$ cat config.mk
export PLATFORM = sky130hd
export DESIGN_NAME = adcseq_top
export DESIGN_NICKNAME = d
export VERILOG_FILES = /design/src/adcseq_pkg.sv /design/src/adcseq_top.sv
export VERILOG_INCLUDE_DIRS = /design/src
export SDC_FILE = /design/constraint.sdc
export NUM_CORES = 1
export LEC_CHECK = 0
export BUFFER_PORTS_ARGS = -buffer_cell sky130_fd_sc_hd__buf_2
export CORE_ASPECT_RATIO = 0.75
export CORE_UTILIZATION = 40
export DETAILED_ROUTE_END_ITERATION = 16
export PLACE_DENSITY = 0.67
export REMOVE_ABC_BUFFERS = 1
export SLEW_MARGIN = 15
export SYNTH_ARGS = -nofsm -noshare
export SYNTH_HDL_FRONTEND = slang
export SYNTH_SLANG_ARGS = --single-unit
$ cat constraint.sdc
create_clock -name clk_i -period 6 [get_ports clk_i]
set_input_delay 0.3 -clock clk_i [delete_from_list [all_inputs] [get_ports clk_i]]
set_output_delay 0.3 -clock clk_i [all_outputs]
set_load 0.05 [all_outputs]
$ cat src/adcseq_map.svh
// Register map, field positions, reset values and timing counts of the trigger sequencer
// Notes on behaviour
// - No-wait: enabling from stop enters conversion standby
// - No-wait: start bit enters trigger standby only
// - In trigger standby, start alone never converts
// - Select: trigger with start converts selected channel
// - Each conversion end not overridden by a restart or abort in the same cycle stores result, raises interrupt
// - Select single: start stays one, back to standby
// - Trigger mid-conversion aborts, restarts from first channel
// - Channel-select write mid-conversion restarts with new setting
// - Start write mid-conversion restarts from first channel
// - No-wait: start clear aborts, standby, not stopped
// - Enable clear stops; start ignored while disabled
// - No-wait: triggers ignored while start bit is zero
// - Scan: four slots converted in order from zero
// - Scan continuous: new pass after four channels
// - Scan single: start stays one, back to standby
// - Wait mode: enable goes straight to trigger standby
// - Wait mode: trigger converts and sets start bit
// - Wait continuous: each end launches next conversion
// - Wait mode: start clear aborts, standby, converter off
`ifndef ADCSEQ_MAP_SVH
`define ADCSEQ_MAP_SVH

`define ADCSEQ_OFS_CTRL 8'h00
`define ADCSEQ_OFS_CHSEL 8'h04
`define ADCSEQ_OFS_RES 8'h08
`define ADCSEQ_OFS_RESH 8'h0C
`define ADCSEQ_OFS_STAT 8'h10

`define ADCSEQ_BIT_EN 0
`define ADCSEQ_BIT_START 1
`define ADCSEQ_BIT_SCAN 2
`define ADCSEQ_BIT_CONT 3
`define ADCSEQ_BIT_WAIT 4

`define ADCSEQ_RST_CTRL 5'h00
`define ADCSEQ_RST_CHSEL 5'h00

`define ADCSEQ_STAB_NS 1000
`define ADCSEQ_CLK_MHZ 10
`define ADCSEQ_SCAN_SLOTS 4

`endif

$ cat src/adcseq_pkg.sv
// Types shared by the trigger sequencer
package adcseq_pkg;

   typedef enum logic [1:0] {
      ADCSEQ_STOP = 2'b00,
      ADCSEQ_ADSTBY = 2'b01,
      ADCSEQ_HWSTBY = 2'b10,
      ADCSEQ_CONV = 2'b11
   } adcseq_state_t;

   typedef struct packed {
      logic wait_mode;
      logic cont;
      logic scan;
      logic start;
      logic enable;
   } adcseq_ctrl_t;

   typedef struct packed {
      logic start;
      logic abort;
      logic [4:0] chan;
   } adcseq_core_req_t;

endpackage : adcseq_pkg

$ cat src/adcseq_top.sv
// Hardware-trigger conversion sequencer with a classic Wishbone register slave
`timescale 1ns/100ps
`include "adcseq_map.svh"

module adcseq_top
   import adcseq_pkg::*;
#(
   parameter int RES_W = 12,
   parameter int CH_W = 5
) (
   input wire logic clk_i,
   input wire logic rst_i,
   input wire logic wb_cyc_i,
   input wire logic wb_stb_i,
   input wire logic wb_we_i,
   input wire logic [7:0] wb_adr_i,
   input wire logic [3:0] wb_sel_i,
   input wire logic [31:0] wb_dat_i,
   output logic [31:0] wb_dat_o,
   output logic wb_ack_o,
   input wire logic hw_trigger_i,
   input wire logic core_done_i,
   input wire logic [RES_W-1:0] core_data_i,
   output adcseq_core_req_t core_req_o,
   output logic core_power_o,
   output logic conversion_end_irq_o
);

   localparam int STAB_CYC = (`ADCSEQ_STAB_NS * `ADCSEQ_CLK_MHZ + 999) / 1000;
   localparam logic [1:0] LAST_SLOT = 2'(`ADCSEQ_SCAN_SLOTS - 1);

   // Channel of a scan slot; select mode always uses the base channel
   function automatic logic [4:0] chan_of(
      input logic [4:0] base,
      input logic [1:0] slot,
      input logic scan
   );
      logic [4:0] c;
      c = base;
      if (scan) begin
         c = 5'(base + {3'h0, slot});
      end
      return c;
   endfunction : chan_of

   // Register hit decode, shared by the read mux and the write strobes
   function automatic logic hit(
      input logic [7:0] adr,
      input logic [7:0] ofs
   );
      return adr[7:2] == ofs[7:2];
   endfunction : hit

   // Bus signals
   logic ack_q;
   logic [31:0] rdat_q;
   logic wr_ok;
   logic wr_ctrl;
   logic wr_chsel;
   logic wr_start1;
   logic wr_start0;

   // Configuration
   logic enable_q;
   logic scan_q;
   logic cont_q;
   logic wait_q;
   logic [CH_W-1:0] chsel_q;
   logic [4:0] chsel_n;

   // Sequencer state
   adcseq_state_t state_q;
   logic start_q;
   logic [1:0] slot_q;
   adcseq_core_req_t req_q;
   logic irq_q;
   logic power_q;
   logic [RES_W-1:0] result_q;
   logic [7:0] stab_cnt_q;
   logic stab_ok;

   // Trigger synchroniser and edge detect
   logic trig_s1_q;
   logic trig_s2_q;
   logic trig_s3_q;
   logic trig_evt;

   // A write lands at the edge where the master sees ack high
   assign wr_ok = wb_cyc_i & wb_stb_i & wb_we_i & ack_q & wb_sel_i[0];
   assign wr_ctrl = wr_ok & hit(wb_adr_i, `ADCSEQ_OFS_CTRL);
   assign wr_chsel = wr_ok & hit(wb_adr_i, `ADCSEQ_OFS_CHSEL);
   assign wr_start1 = wr_ctrl & wb_dat_i[`ADCSEQ_BIT_START];
   assign wr_start0 = wr_ctrl & ~wb_dat_i[`ADCSEQ_BIT_START];

   // Restart uses the value being written this very edge
   assign chsel_n = wr_chsel ? 5'(wb_dat_i[CH_W-1:0]) : 5'(chsel_q);

   // Only the pulse's rising edge counts, so a held trigger restarts once
   assign trig_evt = trig_s2_q & ~trig_s3_q;

   assign stab_ok = stab_cnt_q >= 8'(STAB_CYC);

   always_ff @(posedge clk_i) begin
      if (rst_i) begin
         trig_s1_q <= 1'b0;
         trig_s2_q <= 1'b0;
         trig_s3_q <= 1'b0;
      end else begin
         trig_s1_q <= hw_trigger_i;
         trig_s2_q <= trig_s1_q;
         trig_s3_q <= trig_s2_q;
      end
   end

   // Wishbone handshake: ack one cycle after the request, dropped after one
   always_ff @(posedge clk_i) begin
      if (rst_i) begin
         ack_q <= 1'b0;
      end else begin
         ack_q <= wb_cyc_i & wb_stb_i & ~ack_q;
      end
   end

   // Read data is captured with the ack; unmapped offsets read zero
   always_ff @(posedge clk_i) begin
      if (rst_i) begin
         rdat_q <= 32'h0000_0000;
      end else begin
         rdat_q <= 32'h0000_0000;
         if (wb_cyc_i & wb_stb_i & ~ack_q) begin
            if (hit(wb_adr_i, `ADCSEQ_OFS_CTRL)) begin
               rdat_q[`ADCSEQ_BIT_EN] <= enable_q;
               rdat_q[`ADCSEQ_BIT_START] <= start_q;
               rdat_q[`ADCSEQ_BIT_SCAN] <= scan_q;
               rdat_q[`ADCSEQ_BIT_CONT] <= cont_q;
               rdat_q[`ADCSEQ_BIT_WAIT] <= wait_q;
            end else if (hit(wb_adr_i, `ADCSEQ_OFS_CHSEL)) begin
               rdat_q[CH_W-1:0] <= chsel_q;
            end else if (hit(wb_adr_i, `ADCSEQ_OFS_RES)) begin
               rdat_q[RES_W-1:0] <= result_q;
            end else if (hit(wb_adr_i, `ADCSEQ_OFS_RESH)) begin
               rdat_q[7:0] <= result_q[RES_W-1 -: 8];
            end else if (hit(wb_adr_i, `ADCSEQ_OFS_STAT)) begin
               rdat_q[1:0] <= state_q;
               rdat_q[3:2] <= slot_q;
               rdat_q[4] <= stab_ok;
               rdat_q[5] <= power_q;
            end
         end
      end
   end

   // Mode and enable bits; the start bit lives with the sequencer
   always_ff @(posedge clk_i) begin
      if (rst_i) begin
         {wait_q, cont_q, scan_q} <= 3'h0;
         enable_q <= 1'b0;
      end else if (wr_ctrl) begin
         enable_q <= wb_dat_i[`ADCSEQ_BIT_EN];
         scan_q <= wb_dat_i[`ADCSEQ_BIT_SCAN];
         cont_q <= wb_dat_i[`ADCSEQ_BIT_CONT];
         wait_q <= wb_dat_i[`ADCSEQ_BIT_WAIT];
      end
   end

   always_ff @(posedge clk_i) begin
      if (rst_i) begin
         chsel_q <= CH_W'(`ADCSEQ_RST_CHSEL);
      end else if (wr_chsel) begin
         chsel_q <= wb_dat_i[CH_W-1:0];
      end
   end

   // Settle time after enable; software reads it rather than counting itself
   always_ff @(posedge clk_i) begin
      if (rst_i) begin
         stab_cnt_q <= 8'h00;
      end else if (!enable_q) begin
         stab_cnt_q <= 8'h00;
      end else if (!stab_ok) begin
         stab_cnt_q <= 8'(stab_cnt_q + 8'h01);
      end
   end

   // Sequencer
   always_ff @(posedge clk_i) begin
      if (rst_i) begin
         state_q <= ADCSEQ_STOP;
         start_q <= 1'b0;
         slot_q <= 2'h0;
         req_q <= '0;
         irq_q <= 1'b0;
         result_q <= '0;
      end else begin
         req_q.start <= 1'b0;
         req_q.abort <= 1'b0;
         irq_q <= 1'b0;
         if (!enable_q) begin
            // Disabled: start writes have no effect
            req_q.abort <= state_q == ADCSEQ_CONV;
            state_q <= ADCSEQ_STOP;
            start_q <= 1'b0;
         end else begin
            unique case (state_q)
               ADCSEQ_STOP: begin
                  if (wait_q) begin
                     state_q <= ADCSEQ_HWSTBY;
                  end else begin
                     state_q <= ADCSEQ_ADSTBY;
                  end
               end
               ADCSEQ_ADSTBY: begin
                  // No conversion starts here, only trigger standby
                  if (wr_start1) begin
                     start_q <= 1'b1;
                     state_q <= ADCSEQ_HWSTBY;
                  end
               end
               ADCSEQ_HWSTBY: begin
                  if (!wait_q && wr_start0) begin
                     start_q <= 1'b0;
                     state_q <= ADCSEQ_ADSTBY;
                  end else if (trig_evt && (start_q || wait_q)) begin
                     // A start write alone is not enough; the trigger is
                     start_q <= 1'b1;
                     slot_q <= 2'h0;
                     req_q.start <= 1'b1;
                     req_q.chan <= chan_of(chsel_n, 2'h0, scan_q);
                     state_q <= ADCSEQ_CONV;
                  end
               end
               ADCSEQ_CONV: begin
                  if (wr_start0) begin
                     req_q.abort <= 1'b1;
                     start_q <= 1'b0;
                     state_q <= wait_q ? ADCSEQ_HWSTBY : ADCSEQ_ADSTBY;
                  end else if (wr_start1 || wr_chsel || trig_evt) begin
                     // Restart wins over a conversion end in the same cycle
                     slot_q <= 2'h0;
                     req_q.start <= 1'b1;
                     req_q.chan <= chan_of(chsel_n, 2'h0, scan_q);
                  end else if (core_done_i) begin
                     result_q <= core_data_i;
                     irq_q <= 1'b1;
                     if (scan_q && slot_q != LAST_SLOT) begin
                        slot_q <= 2'(slot_q + 2'h1);
                        req_q.start <= 1'b1;
                        req_q.chan <= chan_of(chsel_n, 2'(slot_q + 2'h1), 1'b1);
                     end else if (cont_q || wait_q) begin
                        slot_q <= 2'h0;
                        req_q.start <= 1'b1;
                        req_q.chan <= chan_of(chsel_n, 2'h0, scan_q);
                     end else begin
                        // Single pass done; start stays set for the next trigger
                        slot_q <= 2'h0;
                        state_q <= ADCSEQ_HWSTBY;
                     end
                  end
               end
            endcase
         end
      end
   end

   // Wait mode keeps the converter unpowered until a trigger arrives
   always_ff @(posedge clk_i) begin
      if (rst_i) begin
         power_q <= 1'b0;
      end else begin
         power_q <= enable_q & ((state_q == ADCSEQ_CONV)
            | (~wait_q & (state_q != ADCSEQ_STOP)));
      end
   end

   assign wb_ack_o = ack_q;
   assign wb_dat_o = rdat_q;
   assign core_req_o = req_q;
   assign core_power_o = power_q;
   assign conversion_end_irq_o = irq_q;

endmodule : adcseq_top

==> impl_metrics.json <==
{
  "antenna_found_initial": 0,
  "grt_pass1_vias": 2022,
  "rows": 26,
  "n_fill_cell": 657,
  "grt_max_degree": 37,
  "track_usage_pct": 17.5,
  "cts_tree": "built",
  "synth_common_cells": "dfxtp_1, nor2_1, mux2i_1",
  "gp_congestion": 0.886,
  "first_pass_iters": 4,
  "grt_pass1_wl_um": 9870,
  "clk_pin_slew_ns": 0.06,
  "p_sw_share_pct": 23.7,
  "numCtsBuffers": 9,
  "synth-seq-area-share_pct": 41.2,
  "drt_iter0_drc": 76,
  "syn_to_final_growth_pct": 15.7,
  "clk-insertion-delay-late_ns": 0.34,
  "die-area_um2": 7510,
  "synth_edf_count": 0,
  "switchingPower_uw": 192,
  "totalWireLength_um": 6260,
  "fin_worst_skew_ns": 0.00609,
  "synth-seq-cells": 59,
  "p_leak_nw": 1.54,
  "cts_max_level": 3,
  "ir_drop_uv": 121,
  "ctsHoldBuffers": 0,
  "avgViaCountPerCell": 4.97,
  "synth-main-ff-cell": "dfxtp_1",
  "io-pin-count": 105,
  "diodes": 0,
  "worstPathArrival_ns": 3.40,
  "cts_buffer_depth": 2,
  "vias": 2281,
  "finalWorstSetupSlack_ns": 2.87,
  "clockPowerShare_pct": 44.0,
  "fmaxAchievable_mhz": 320,
  "tns_ns": 0,
  "start_util_pct": 41.8,
  "synth.area.top_cells": "dfxtp_1, mux2i_1, buf_4, nor2_1, nand2b_1",
  "cts_root_buf": "clkbuf_8",
  "min_path_type": "input port to register",
  "crit_fanout": 8,
  "place_ws_ns": 2.71,
  "p_int_uw": 617,
  "startpoint_type": "register",
  "grt.overflow.total": 0,
  "wl_per_cell_um": 13.6,
  "power_frac_seq_pct": 48.6,
  "cap_violations": 0,
  "whs_ns": 0.169,
  "ctsResizeCount": 0,
  "drive_gt1_share_pct": 23.3,
  "clock_sinks": 59,
  "combPwrFrac_pct": 7.3,
  "p_per_area_nw_per_um2": 244,
  "rsz0062_at_grt": "no",
  "critPathKind": "register to register",
  "synth_cell_types": 59,
  "outcome": "completed",
  "synth_most_common_cell": "dfxtp_1",
  "die_w_um": 99.8,
  "yosysWarnings": 0,
  "post_cts_buffers": 0,
  "async_flop_share_pct": 0,
  "yosys.area.top_type": "dfxtp_1",
  "endpoint_kind": "register",
  "drcViolationCount": 0,
  "portBuffers": 52,
  "die_y_um": 75.3,
  "dp_hpwl_um": 4540,
  "finalHoldViolations": 0,
  "worst_slew_margin_rel_pct": 49.6,
  "final-setup-viol-count": 0,
  "syn_inst": 306,
  "fin_crit_sh_pct": 52.1,
  "period_needed_ns": 3.13,
  "tightest_slew_ns": 0.751,
  "antenna_left": 0,
  "synth_top_area_share_pct": 41.2,
  "crit_required_ns": 6.28,
  "finalPower_uw": 809,
  "core_area_um2": 6860,
  "drv_slew": 0,
  "post_synth.cell_area_avg_um2": 9.37,
  "fin_nets": 426,
  "synth_area_um2": 2870
}
-- critical path, cell delays in order, from the launching register on --
cell and delay (ns):
dfxtp_1 0.35, and3_1 0.38, nand4_2 0.33, mux2_2 0.38, ha_1 0.17, inv_1 0.06
fa_1 0.40, nand3b_1 0.21, o311a_1 0.29, or3_1 0.36, o2bb2ai_1 0.14
-- cell families (layout without fill, tap and decap cells) --
| group | Yosys count | in the layout | synth area share (%) |
|---|---|---|---|
| AOI/OAI and AO/OA | 52 | 52 | 12.7 |
| xor gates and xnor gates | 4 | 4 | 1.22 |
| adders and majority gates | 6 | 6 | 2.88 |
| buffers and inverters | 43 | 79 | 8.60 |
| DFF | 59 | 59 | 41.2 |
| muxes | 28 | 28 | 10.0 |
| other | 1 | 20 | 0.131 |
| and+or+nand+nor | 113 | 113 | 23.3 |
-- per-stage QoR --
| stage | cell area, µm² | std cells | util (%) |
|---|---|---|---|
| after CTS | 3320 | 459 | 48.3 |
| final | 3320 | 459 | 48.3 |
| after global placement | 3120 | 444 | 45.5 |
| after floorplan | 2730 | 293 | - |
| after detailed placement | 3120 | 444 | 45.5 |
| after global routing | 3320 | 459 | 48.3 |
-- flip-flops by register name (all words and copies together), names as in the netlist, 2 cells and up --
signal and flops:
core_req_o 7, state_q 2, result_q 12, chsel_q 5
stab_cnt_q 8, wb_dat_o 12, slot_q 2
-- area by class of cell --
type / count / area, µm² / share of cell area (%)
timing repair buffer: 53 / 268 / 8.07
sequential: 59 / 1180 / 35.6
multi-input combinational: 223 / 1510 / 45.5
clock buffer: 13 / 159 / 4.79
clock inverter: 2 / 35.0 / 1.06
tap: 98 / 123 / 3.70
inverter: 11 / 41.3 / 1.24
-- power by group through the flow --
stage	combinational (mW)	clock (mW)	sequential (mW)
6_report	0.0593	0.356	0.393
4_1_cts	0.0592	0.365	0.393
3_5_place_dp	0.0591	0	0.402
3_3_place_gp	0.0588	0	0.402
5_1_grt	0.0635	0.383	0.393
2_1_floorplan	0.0367	0	0.403
-- worst paths after layout --
kind / start / to / slack, ns / cells after the start
max: wb_ack_o / core_req_o[4] / 2.87 / 10
min: hw_trigger_i / trig_s1_q / 0.17 / 2
max reg2reg: wb_ack_o / core_req_o[4] / 2.87 / 10
min reg2reg: trig_s1_q / trig_s2_q / 0.45 / 1
-- cell usage in the layout, fill, tap and decap left out, types with 4 or more instances in the layout --
cell type / count
clkbuf_8: 11
ha_1: 5
mux2i_1: 23
nand2b_1: 12
dfxtp_1: 59
conb_1: 20
o2bb2ai_1: 4
nand3_1: 4
a22o_1: 5
nand2_1: 11
inv_1: 11
nor2b_1: 6
buf_2: 52
nor2_1: 35
o21ai_0: 13
a21oi_1: 11
mux2_2: 5
and2_1: 10
-- routing by layer --
layer  up-vias  GRT usage, %  wire (µm)
li1       1136             -          -
met1      1060          23.5       3060
met2        78          25.7       2720
met3         7          6.79        405
met4         0          6.37         69
met5         -             0          0
(Power assumes the default switching activity.)
